[src/common/nwp_cfg.svh]
// Offsets, field positions, reset values and timing counts of the NVM protection block
`ifndef NWP_CFG_SVH
`define NWP_CFG_SVH
// Printed offsets are not multiples of four: these are indices, byte address = 4 * index
`define NWP_IDX_CTRL1 16'h505a
`define NWP_IDX_CTRL2 16'h505b
`define NWP_IDX_CTRL2_INV 16'h505c
`define NWP_IDX_BOOT_PROT 16'h505d
`define NWP_IDX_BOOT_PROT_INV 16'h505e
`define NWP_IDX_STATUS 16'h505f
`define NWP_IDX_PM_KEY 16'h5062
`define NWP_IDX_EE_KEY 16'h5064
`define NWP_IDX_IRQ_MASK 16'h5066
`define NWP_IDX_BASE 16'h5000
`define NWP_RST_CTRL1 8'h00
`define NWP_RST_CTRL2 8'h00
`define NWP_RST_CTRL2_INV 8'hff
`define NWP_RST_BOOT_PROT 8'h00
`define NWP_RST_BOOT_PROT_INV 8'hff
`define NWP_RST_STATUS 8'h00
`define NWP_RST_KEY 8'h00
// Key sequence bytes
`define NWP_KEY_FIRST 8'h56
`define NWP_KEY_SECOND 8'hae
`define NWP_KEY_DATA_FIRST 8'hae
`define NWP_KEY_DATA_SECOND 8'h56
// Control 1 fields
`define NWP_C1_ACTIVE_HALT_POWER_DOWN_PD 3
// Control 2 fields
`define NWP_C2_PROG 0
// Status fields
`define NWP_ST_WR_REFUSED 0
`define NWP_ST_PM_UNLOCKED 1
`define NWP_ST_EOP 2
`define NWP_ST_EE_UNLOCKED 3
`define NWP_ST_BUSY 4
// Page size of the boot-code area in bytes, and its log2
`define NWP_PAGE_BYTES 64
`define NWP_PAGE_SHIFT 6
// EEPROM write time in ns and the derived cycle count at 4 ns
`define NWP_EE_WRITE_NS 3000
`define NWP_CLK_NS 4
`define NWP_EE_WRITE_CYC ((`NWP_EE_WRITE_NS + `NWP_CLK_NS - 1) / `NWP_CLK_NS)
`endif

[src/common/nwp_pkg.sv]
// Types for the NVM protection block
package nwp_pkg;
   typedef enum logic [1:0] {
      NWP_AREA_PROG,
      NWP_AREA_EEPROM,
      NWP_AREA_OPTION,
      NWP_AREA_NONE
   } nwp_area_e;
   typedef struct packed {
      logic req;
      nwp_area_e area;
      logic [12:0] addr;
      logic [7:0] data;
   } nwp_wr_s;
   typedef enum logic [1:0] {
      NWP_LK_LOCKED,
      NWP_LK_FIRST_OK,
      NWP_LK_OPEN
   } nwp_lock_e;
endpackage

[src/design/nwp_ctrl.sv]
// NVM write-protection control logic with APB register bank
//
// Decided for this implementation: the APB slave port.
`timescale 1ns/1ps
`include "nwp_cfg.svh"
// Operation
// After reset all writes to program, EEPROM and option bytes are refused.
// Correct two-byte key into an unlock register opens that area for writes.
// Boot-code area stays write-protected even with program memory unlocked.
// Boot-area size in 64-byte pages; option write only in in-circuit mode.
// No array reads are served while an EEPROM write is in progress.
// Control 1 and 2 reset to 0x00, control 2 inverse to 0xff.
// Protection resets to 0x00, its inverse to 0xff.
// Separate program and EEPROM key registers at own addresses, reset 0x00.
// Status register resets to 0x00 and shows unlock and programming state.
// Control 1 bit selects memory power-down during active-halt.
// Control 2 only takes effect once its inverse is written consistently; ctrl2_act_ff holds the checked value but drives no output.
module nwp_ctrl
   import nwp_pkg::*;
#(
   parameter int EE_WRITE_CYC = `NWP_EE_WRITE_CYC
) (
   // APB clock and reset
   input wire logic pclk,
   input wire logic presetn,
   // APB slave
   input wire logic psel,
   input wire logic penable,
   input wire logic pwrite,
   input wire logic [31:0] paddr,
   input wire logic [31:0] pwdata,
   input wire logic [3:0] pstrb,
   output logic [31:0] prdata,
   output logic pready,
   output logic pslverr,
   // Array write requests from the CPU side
   input wire nwp_wr_s wr_in,
   output nwp_wr_s wr_out,
   // Array read gating
   input wire logic rd_req,
   output logic rd_grant,
   // Mode and option inputs
   input wire logic in_circuit_programming_mode,
   input wire logic [7:0] boot_code_area_opt,
   // Power and interrupt
   output logic active_halt_power_down,
   output logic irq
);
   // Registers
   logic [7:0] ctrl1_ff, nxt_ctrl1;
   logic [7:0] ctrl2_ff, nxt_ctrl2;
   logic [7:0] ctrl2_inv_ff, nxt_ctrl2_inv;
   logic [7:0] ctrl2_act_ff, nxt_ctrl2_act;
   logic [7:0] prot_ff, nxt_prot;
   logic [7:0] prot_inv_ff, nxt_prot_inv;
   logic [7:0] status_ff, nxt_status;
   logic [7:0] mask_ff, nxt_mask;
   logic [7:0] pm_key_ff, nxt_pm_key;
   logic [7:0] ee_key_ff, nxt_ee_key;
   nwp_lock_e pm_lk_ff, nxt_pm_lk;
   nwp_lock_e ee_lk_ff, nxt_ee_lk;
   logic [31:0] busy_cnt_ff, nxt_busy_cnt;
   nwp_wr_s wr_out_ff, nxt_wr_out;
   logic [31:0] prdata_ff, nxt_prdata;
   logic opt_load_ff, nxt_opt_load;

   // Address decode: printed offsets are indices, byte address is four times
   wire logic acc = psel & penable;
   wire logic wr_acc = acc & pwrite & pstrb[0];
   wire logic [13:0] widx = paddr[15:2];
   wire logic aligned = (paddr[1:0] == 2'b00) && (paddr[31:16] == 16'h0001);
   wire logic [15:0] idx = {2'b01, widx};
   wire logic hit_c1 = aligned && (idx == `NWP_IDX_CTRL1);
   wire logic hit_c2 = aligned && (idx == `NWP_IDX_CTRL2);
   wire logic hit_c2i = aligned && (idx == `NWP_IDX_CTRL2_INV);
   wire logic hit_fp = aligned && (idx == `NWP_IDX_BOOT_PROT);
   wire logic hit_fpi = aligned && (idx == `NWP_IDX_BOOT_PROT_INV);
   wire logic hit_st = aligned && (idx == `NWP_IDX_STATUS);
   wire logic hit_pk = aligned && (idx == `NWP_IDX_PM_KEY);
   wire logic hit_ek = aligned && (idx == `NWP_IDX_EE_KEY);
   wire logic hit_mk = aligned && (idx == `NWP_IDX_IRQ_MASK);
   wire logic hit_any = hit_c1 | hit_c2 | hit_c2i | hit_fp | hit_fpi | hit_st | hit_pk
      | hit_ek | hit_mk;
   wire logic [7:0] wb = pwdata[7:0];

   // Protection state seen by the write gate
   wire logic pm_open = (pm_lk_ff == NWP_LK_OPEN);
   wire logic ee_open = (ee_lk_ff == NWP_LK_OPEN);
   wire logic ee_busy = status_ff[`NWP_ST_BUSY];
   // Boot area end in bytes: pages of 64 bytes
   wire logic [14:0] boot_end = {1'b0, prot_ff, 6'h00};
   wire logic in_boot = ({2'b00, wr_in.addr} < boot_end);

   // Write gate: base lock first, then boot area, then busy array
   wire logic allow_prog = pm_open && !in_boot;
   wire logic allow_ee = ee_open && !ee_busy;
   wire logic allow_opt = pm_open && in_circuit_programming_mode;
   wire logic allow_wr = wr_in.req && (
      (wr_in.area == NWP_AREA_PROG && allow_prog) ||
      (wr_in.area == NWP_AREA_EEPROM && allow_ee) ||
      (wr_in.area == NWP_AREA_OPTION && allow_opt));
   wire logic refused = wr_in.req && !allow_wr;
   wire logic ee_start = allow_wr && (wr_in.area == NWP_AREA_EEPROM);
   wire logic busy_done = ee_busy && (busy_cnt_ff == 32'h00000001);

   // Reads refused while the EEPROM write runs, no read during write
   assign rd_grant = rd_req && !ee_busy;

   // Complementary pair check on control 2
   wire logic c2_pair_ok = (ctrl2_ff == ~ctrl2_inv_ff);

   // Key sequence engine, one for program memory and one for EEPROM
   always_comb begin
      nxt_pm_lk = pm_lk_ff;
      nxt_ee_lk = ee_lk_ff;
      if (wr_acc && hit_pk) begin
         case (pm_lk_ff)
            NWP_LK_LOCKED: nxt_pm_lk = (wb == `NWP_KEY_FIRST) ? NWP_LK_FIRST_OK : NWP_LK_LOCKED;
            NWP_LK_FIRST_OK: nxt_pm_lk = (wb == `NWP_KEY_SECOND) ? NWP_LK_OPEN : NWP_LK_LOCKED;
            NWP_LK_OPEN: nxt_pm_lk = NWP_LK_OPEN;
            default: nxt_pm_lk = NWP_LK_LOCKED;
         endcase
      end
      if (wr_acc && hit_ek) begin
         case (ee_lk_ff)
            NWP_LK_LOCKED: nxt_ee_lk = (wb == `NWP_KEY_DATA_FIRST) ? NWP_LK_FIRST_OK :
               NWP_LK_LOCKED;
            NWP_LK_FIRST_OK: nxt_ee_lk = (wb == `NWP_KEY_DATA_SECOND) ? NWP_LK_OPEN :
               NWP_LK_LOCKED;
            NWP_LK_OPEN: nxt_ee_lk = NWP_LK_OPEN;
            default: nxt_ee_lk = NWP_LK_LOCKED;
         endcase
      end
      // Clearing the unlocked status bit relocks the area
      if (wr_acc && hit_st && !wb[`NWP_ST_PM_UNLOCKED]) begin
         nxt_pm_lk = NWP_LK_LOCKED;
      end
      if (wr_acc && hit_st && !wb[`NWP_ST_EE_UNLOCKED]) begin
         nxt_ee_lk = NWP_LK_LOCKED;
      end
   end

   // Register writes
   always_comb begin
      nxt_ctrl1 = ctrl1_ff;
      nxt_ctrl2 = ctrl2_ff;
      nxt_ctrl2_inv = ctrl2_inv_ff;
      nxt_ctrl2_act = c2_pair_ok ? ctrl2_ff : ctrl2_act_ff;
      nxt_mask = mask_ff;
      nxt_pm_key = (wr_acc && hit_pk) ? wb : pm_key_ff;
      nxt_ee_key = (wr_acc && hit_ek) ? wb : ee_key_ff;
      if (wr_acc && hit_c1) begin
         nxt_ctrl1 = wb;
      end
      if (wr_acc && hit_c2) begin
         nxt_ctrl2 = wb;
      end
      if (wr_acc && hit_c2i) begin
         nxt_ctrl2_inv = wb;
      end
      if (wr_acc && hit_mk) begin
         nxt_mask = wb;
      end
   end

   // Option load: protection pair captured one cycle after reset release
   assign nxt_opt_load = 1'b1;
   assign nxt_prot = opt_load_ff ? prot_ff : boot_code_area_opt;
   assign nxt_prot_inv = opt_load_ff ? prot_inv_ff : ~boot_code_area_opt;

   // EEPROM write timer; busy blocks array reads and further EEPROM writes
   always_comb begin
      nxt_busy_cnt = busy_cnt_ff;
      if (ee_start) begin
         nxt_busy_cnt = EE_WRITE_CYC;
      end else if (ee_busy) begin
         nxt_busy_cnt = busy_cnt_ff - 32'h00000001;
      end
   end

   // Status: sticky events, set wins over write-one-to-clear
   wire logic [7:0] st_set = {3'b000, ee_start, 1'b0, busy_done, 1'b0, refused};
   wire logic [7:0] st_w1c = (wr_acc && hit_st) ? (wb & 8'h05) : 8'h00;
   always_comb begin
      nxt_status = (status_ff & ~st_w1c) | st_set;
      nxt_status[`NWP_ST_BUSY] = ee_start || (ee_busy && !busy_done);
      nxt_status[`NWP_ST_PM_UNLOCKED] = (nxt_pm_lk == NWP_LK_OPEN);
      nxt_status[`NWP_ST_EE_UNLOCKED] = (nxt_ee_lk == NWP_LK_OPEN);
      nxt_status[7:5] = 3'b000;
      nxt_status[1] = (nxt_pm_lk == NWP_LK_OPEN);
   end

   // Forward only accepted writes to the array
   always_comb begin
      nxt_wr_out = wr_in;
      nxt_wr_out.req = allow_wr;
   end

   // Read mux
   wire logic [7:0] rd_byte =
      hit_c1 ? ctrl1_ff :
      hit_c2 ? ctrl2_ff :
      hit_c2i ? ctrl2_inv_ff :
      hit_fp ? prot_ff :
      hit_fpi ? prot_inv_ff :
      hit_st ? status_ff :
      hit_pk ? pm_key_ff :
      hit_ek ? ee_key_ff :
      hit_mk ? mask_ff : 8'h00;
   assign nxt_prdata = (acc && !pwrite) ? {24'h000000, rd_byte} : prdata_ff;

   // Registers: one-cycle access phase, error on unmapped address
   always_ff @(posedge pclk or negedge presetn) begin
      if (!presetn) begin
         ctrl1_ff <= `NWP_RST_CTRL1;
         ctrl2_ff <= `NWP_RST_CTRL2;
         ctrl2_inv_ff <= `NWP_RST_CTRL2_INV;
         ctrl2_act_ff <= `NWP_RST_CTRL2;
         prot_ff <= `NWP_RST_BOOT_PROT;
         prot_inv_ff <= `NWP_RST_BOOT_PROT_INV;
         status_ff <= `NWP_RST_STATUS;
         mask_ff <= 8'h00;
         pm_key_ff <= `NWP_RST_KEY;
         ee_key_ff <= `NWP_RST_KEY;
         pm_lk_ff <= NWP_LK_LOCKED;
         ee_lk_ff <= NWP_LK_LOCKED;
         busy_cnt_ff <= 32'h00000000;
         wr_out_ff <= '0;
         prdata_ff <= 32'h00000000;
         opt_load_ff <= 1'b0;
      end else begin
         ctrl1_ff <= nxt_ctrl1;
         ctrl2_ff <= nxt_ctrl2;
         ctrl2_inv_ff <= nxt_ctrl2_inv;
         ctrl2_act_ff <= nxt_ctrl2_act;
         prot_ff <= nxt_prot;
         prot_inv_ff <= nxt_prot_inv;
         status_ff <= nxt_status;
         mask_ff <= nxt_mask;
         pm_key_ff <= nxt_pm_key;
         ee_key_ff <= nxt_ee_key;
         pm_lk_ff <= nxt_pm_lk;
         ee_lk_ff <= nxt_ee_lk;
         busy_cnt_ff <= nxt_busy_cnt;
         wr_out_ff <= nxt_wr_out;
         prdata_ff <= nxt_prdata;
         opt_load_ff <= nxt_opt_load;
      end
   end

   // Outputs
   assign pready = 1'b1; // Zero wait states keeps the CPU side simple
   assign pslverr = acc && !hit_any;
   assign prdata = prdata_ff;
   assign wr_out = wr_out_ff;
   assign active_halt_power_down = ctrl1_ff[`NWP_C1_ACTIVE_HALT_POWER_DOWN_PD];
   assign irq = |(status_ff & mask_ff & 8'h05);
endmodule // nwp_ctrl

[config.mk]
export PLATFORM = sky130hd
export DESIGN_NAME = nwp_ctrl
export DESIGN_NICKNAME = d
export VERILOG_FILES = /design/src/common/nwp_pkg.sv /design/src/design/nwp_ctrl.sv
export VERILOG_INCLUDE_DIRS = /design/src /design/src/common
export SDC_FILE = /design/constraint.sdc
export NUM_CORES = 1
export LEC_CHECK = 0
export ABC_CLOCK_PERIOD_IN_PS = 3100
export BUFFER_PORTS_ARGS = -buffer_cell sky130_fd_sc_hd__buf_4
export CAP_MARGIN = 30
export CORE_ASPECT_RATIO = 1.1
export CORE_UTILIZATION = 35
export CTS_BUF_LIST = sky130_fd_sc_hd__clkbuf_4 sky130_fd_sc_hd__clkbuf_8
export CTS_CLUSTER_DIAMETER = 80
export DETAILED_ROUTE_END_ITERATION = 10
export RECOVER_POWER = 100
export SETUP_SLACK_MARGIN = 0.15
export SYNTH_ARGS = -nofsm -noshare
export SYNTH_HDL_FRONTEND = slang
export SYNTH_SLANG_ARGS = --single-unit
[constraint.sdc]
create_clock -name pclk -period 3.1 [get_ports pclk]
set_clock_uncertainty 0.15 [all_clocks]
set_input_delay 0.31 -clock pclk [delete_from_list [all_inputs] [get_ports pclk]]
set_output_delay 0.31 -clock pclk [all_outputs]
set_load 0.02 [all_outputs]
==> impl_metrics.tcl <==
set metrics [dict create \
    synth_mux_area_share_pct 11.0 \
    place_congestion 0.887 \
    core_um2 19100 \
    portBuffers 115 \
    synth_top_area_cell "dfrtp_1" \
    cts.sinks 138 \
    worstPathArrival_ns 2.77 \
    ys_async_sr_fraction_pct 100 \
    start_util_pct 35.7 \
    route.met3.wl_um 954 \
    failed_checks "capacitance limit, slew limit" \
    dp_hpwl_um 11900 \
    regToRegSetupSlack_ns 0.49 \
    critPathSlowestCell "or4_1" \
    insertion_delay_ns 0.43 \
    relSlewSlack_pct -2.75 \
    final_util_pct 44.4 \
    p_leak_nw 3.73 \
    chipHeight_um 148 \
    synth_top_cell_area_share_pct 44.8 \
    synth-edff-count 0 \
    io_pins 168 \
    seq_area_frac_synth_pct 50.9 \
    hold_end "wr_out[23]$_DFF_PN0_" \
    timing.rr.end "busy_cnt_ff[27]$_DFFE_PN0P_" \
    worstMarginPinSlew_ns 1.54 \
    grtUsageTotal_pct 17.2 \
    syn-cell-area_um2 6820 \
    cp_max_fo 5 \
    routedWlPerCell_um 15.9 \
    synthCells 614 \
    path_class "register to register" \
    rows 53 \
    ant_nets 0 \
    via_per_inst 4.99 \
    drive_gt1_share_pct 25.4 \
    grt_pass1_vias 5201 \
    drt_pass1_iterations 6 \
    cts_buffer_depth 2 \
    cp.required_ns 3.26 \
    worst-r2r-cell-count 6 \
    critPathCaptureType "register" \
    fmax_ghz 0.383 \
    slowest_delay_ns 0.54 \
    cts_tree "done" \
    final.setup.tns_ns 0 \
    ir_drop_uv 258 \
    max_cap_viol_count 1 \
    min-delay-start "wr_in[23]" \
    synth_compound_area_share_pct 7.67 \
    synth_area_leaders "dfrtp_1 45%, mux2_2 6.4%, dfstp_2 6.2%, nand2_1 3.8%, buf_4 2.8%" \
    htree_levels 4 \
    wl_met2_um 8110 \
    clkTransAtPathRegs_ns 0.08 \
    r2r-start "busy_cnt_ff[10]$_DFFE_PN0P_" \
    die_area_um2 20000 \
    numCtsBuffers 17 \
    path_buf_inv 0 \
    wirelength_um 16500 \
    syn_to_final_growth_pct 24.3 \
    outcome "finished with violations" \
    synth_seq_cells 138 \
    met1_length_um 7050 \
    powerDensity_nw_per_um2 486 \
    diodes 0 \
    dr.first_iter.drc_count 248 \
    synth_top_family_by_area "simple AND/OR/NAND/NOR gates" \
    syn_area_per_cell_um2 11.1 \
    setup_viol 0 \
    final_nets 894 \
    num_vias 5184 \
    fin_crit_sh_pct 84.2 \
    highest_layer "met4" \
    drcViolationCount 0 \
    hold_class "input pin to register" \
    hold_viol 0 \
    ys.warnings.count 0 \
    yosys.area_share.xor_xnor_pct 3.85 \
    synth_cell_types 73 \
    grt_overflow 0 \
    crit_chain "or3_1, or4_1, nor4_2, nand2b_1, xor2_1, nor2_2" \
    cp_top_family "simple AND/OR/NAND/NOR gates" \
    period_needed_ns 2.61 \
    final-max-slew-violation-count 63 \
    die_w_um 135 \
    rsz0062_at_grt "false" \
    start_kind "register" \
    synth_flop_cell "dfrtp_1" \
    yosys.area_share.simple_pct 19.9 \
    whs_path_depth 2 \
    grt_pass1_wl_um 26700 \
    synth_adder_area_share_pct 1.47 \
    cts_root_buffer "clkbuf_8" \
    grt_max_degree 63 \
    antenna_found_initial 0 \
]
## registers in the layout (all words and copies together), names as in the netlist
| name | cells |
|---|---|
| busy_cnt_ff | 32 |
| opt_load_ff | 1 |
| ctrl1_ff | 8 |
| prdata | 8 |
| prot_ff | 8 |
| pm_key_ff | 8 |
| ctrl2_inv_ff | 8 |
| prot_inv_ff | 8 |
| status_ff | 5 |
| ctrl2_ff | 8 |
| pm_lk_ff | 2 |
| mask_ff | 8 |
| wr_out | 24 |
| ee_key_ff | 8 |
| ee_lk_ff | 2 |
## Yosys cell counts (3+ instances only)
library cell  number
a21o_1             3
a21oi_1           20
a22o_1             5
a22oi_1            6
a31oi_1            4
a32oi_1            3
and2_1             4
and3_1             3
buf_1              3
buf_2              7
buf_4             25
clkbuf_1          11
dfrtp_1          122
dfstp_2           16
ha_1               8
inv_1             19
mux2_1             8
mux2_2            39
mux2i_1           15
mux4_2             3
nand2_1           69
nand2b_1           9
nand3_1            8
nand3b_1           4
nand4_1            3
nand4b_1           3
nor2_1            50
nor2_2             4
nor2b_1            6
nor3_1             8
nor3b_1            3
nor4_1             6
nor4_2             5
nor4b_1            3
nor4b_2            4
nor4b_4            4
o21ai_0           18
o22ai_1            9
or2_2              3
or3_1              3
xnor2_1           10
xor2_1            20
## worst reg2reg max path, cell delays in order, from the launching register on
cell and delay [ns]:
dfrtp_1 0.40, or3_1 0.47, or4_1 0.54, nor4_2 0.54, nand2b_1 0.13, xor2_1 0.21
nor2_2 0.05
## worst max-delay path by stage
stage / startpoint / to / slack [ns] / cells after the start
after floorplan: busy_cnt_ff[10]$_DFFE_PN0P_ / busy_cnt_ff[31]$_DFFE_PN0P_ / 0.87 / 6
after global placement: paddr[22] / mask_ff[4]$_DFFE_PN0P_ / 0.49 / 6
after detailed placement: paddr[22] / mask_ff[2]$_DFFE_PN0P_ / 0.47 / 6
after CTS: busy_cnt_ff[1]$_DFFE_PN0P_ / busy_cnt_ff[28]$_DFFE_PN0P_ / 0.61 / 8
after global routing: busy_cnt_ff[10]$_DFFE_PN0P_ / busy_cnt_ff[27]$_DFFE_PN0P_ / 0.28 / 6
final: busy_cnt_ff[10]$_DFFE_PN0P_ / busy_cnt_ff[27]$_DFFE_PN0P_ / 0.49 / 6
## per-stage QoR
step | power [mW] | area, µm² | instances | setup slack [ns] | hold slack (ns)
floorplan | 2.37 | 6910 | 638 | 0.866 | -0.136
global placement | 2.60 | 7940 | 970 | 0.494 | 0.0753
detailed placement | 2.62 | 7940 | 970 | 0.468 | 0.0795
CTS | 4.20 | 8730 | 1038 | 0.615 | 0.0000831
global route | 4.30 | 8480 | 1038 | 0.283 | 0.0131
finish | 4.12 | 8480 | 1038 | 0.490 | 0.0272
## power breakdown
group / switching, mW / internal (mW) / leakage [nW]
Sequential: 0.0978 / 1.91 / 1.64
Clock: 0.661 / 0.878 / 0.216
Combinational: 0.319 / 0.249 / 1.87
## cells by family after synthesis
kind of cell	after synthesis
flip-flops	138
XOR/XNOR	30
other	2
AND/OR/NAND/NOR	224
adder cells (fa/ha/maj)	8
AO/OA/AOI/OAI	81
buffers and inverters	66
multiplexers	65
## placed cells by master, fill, tap and decap left out, types with 26 or more instances in the layout
cell	instances
buf_4	61
dfrtp_1	122
dlygate4sd3_1	37
mux2_2	39
conb_1	26
clkbuf_1	48
nand2_1	69
nor2_1	50
## per-layer routing
metal | up-vias | global-route usage [%]
li1 | 2432 | -
met1 | 2563 | 21.5
met2 | 164 | 28.8
met3 | 25 | 3.51
met4 | 0 | 7.42
met5 | - | 0
## final cells by class
| type | instances | area, µm² |
|---|---|---|
| inverter | 20 | 75.1 |
| multi-input combinational | 434 | 3040 |
| tap | 247 | 309 |
| clock inverter | 8 | 118 |
| sequential | 138 | 3470 |
| fill | 1860 | 10600 |
| clock buffer | 23 | 298 |
| timing repair buffer | 168 | 1170 |
## what timing repair did
action                                 in CTS  in global routing
hold buffers                               37                  0
resized for setup                           0                  0
setup buffers                               0                  0
endpoints found under the hold margin      79                  0
Power figures use the tool's default switching activity.
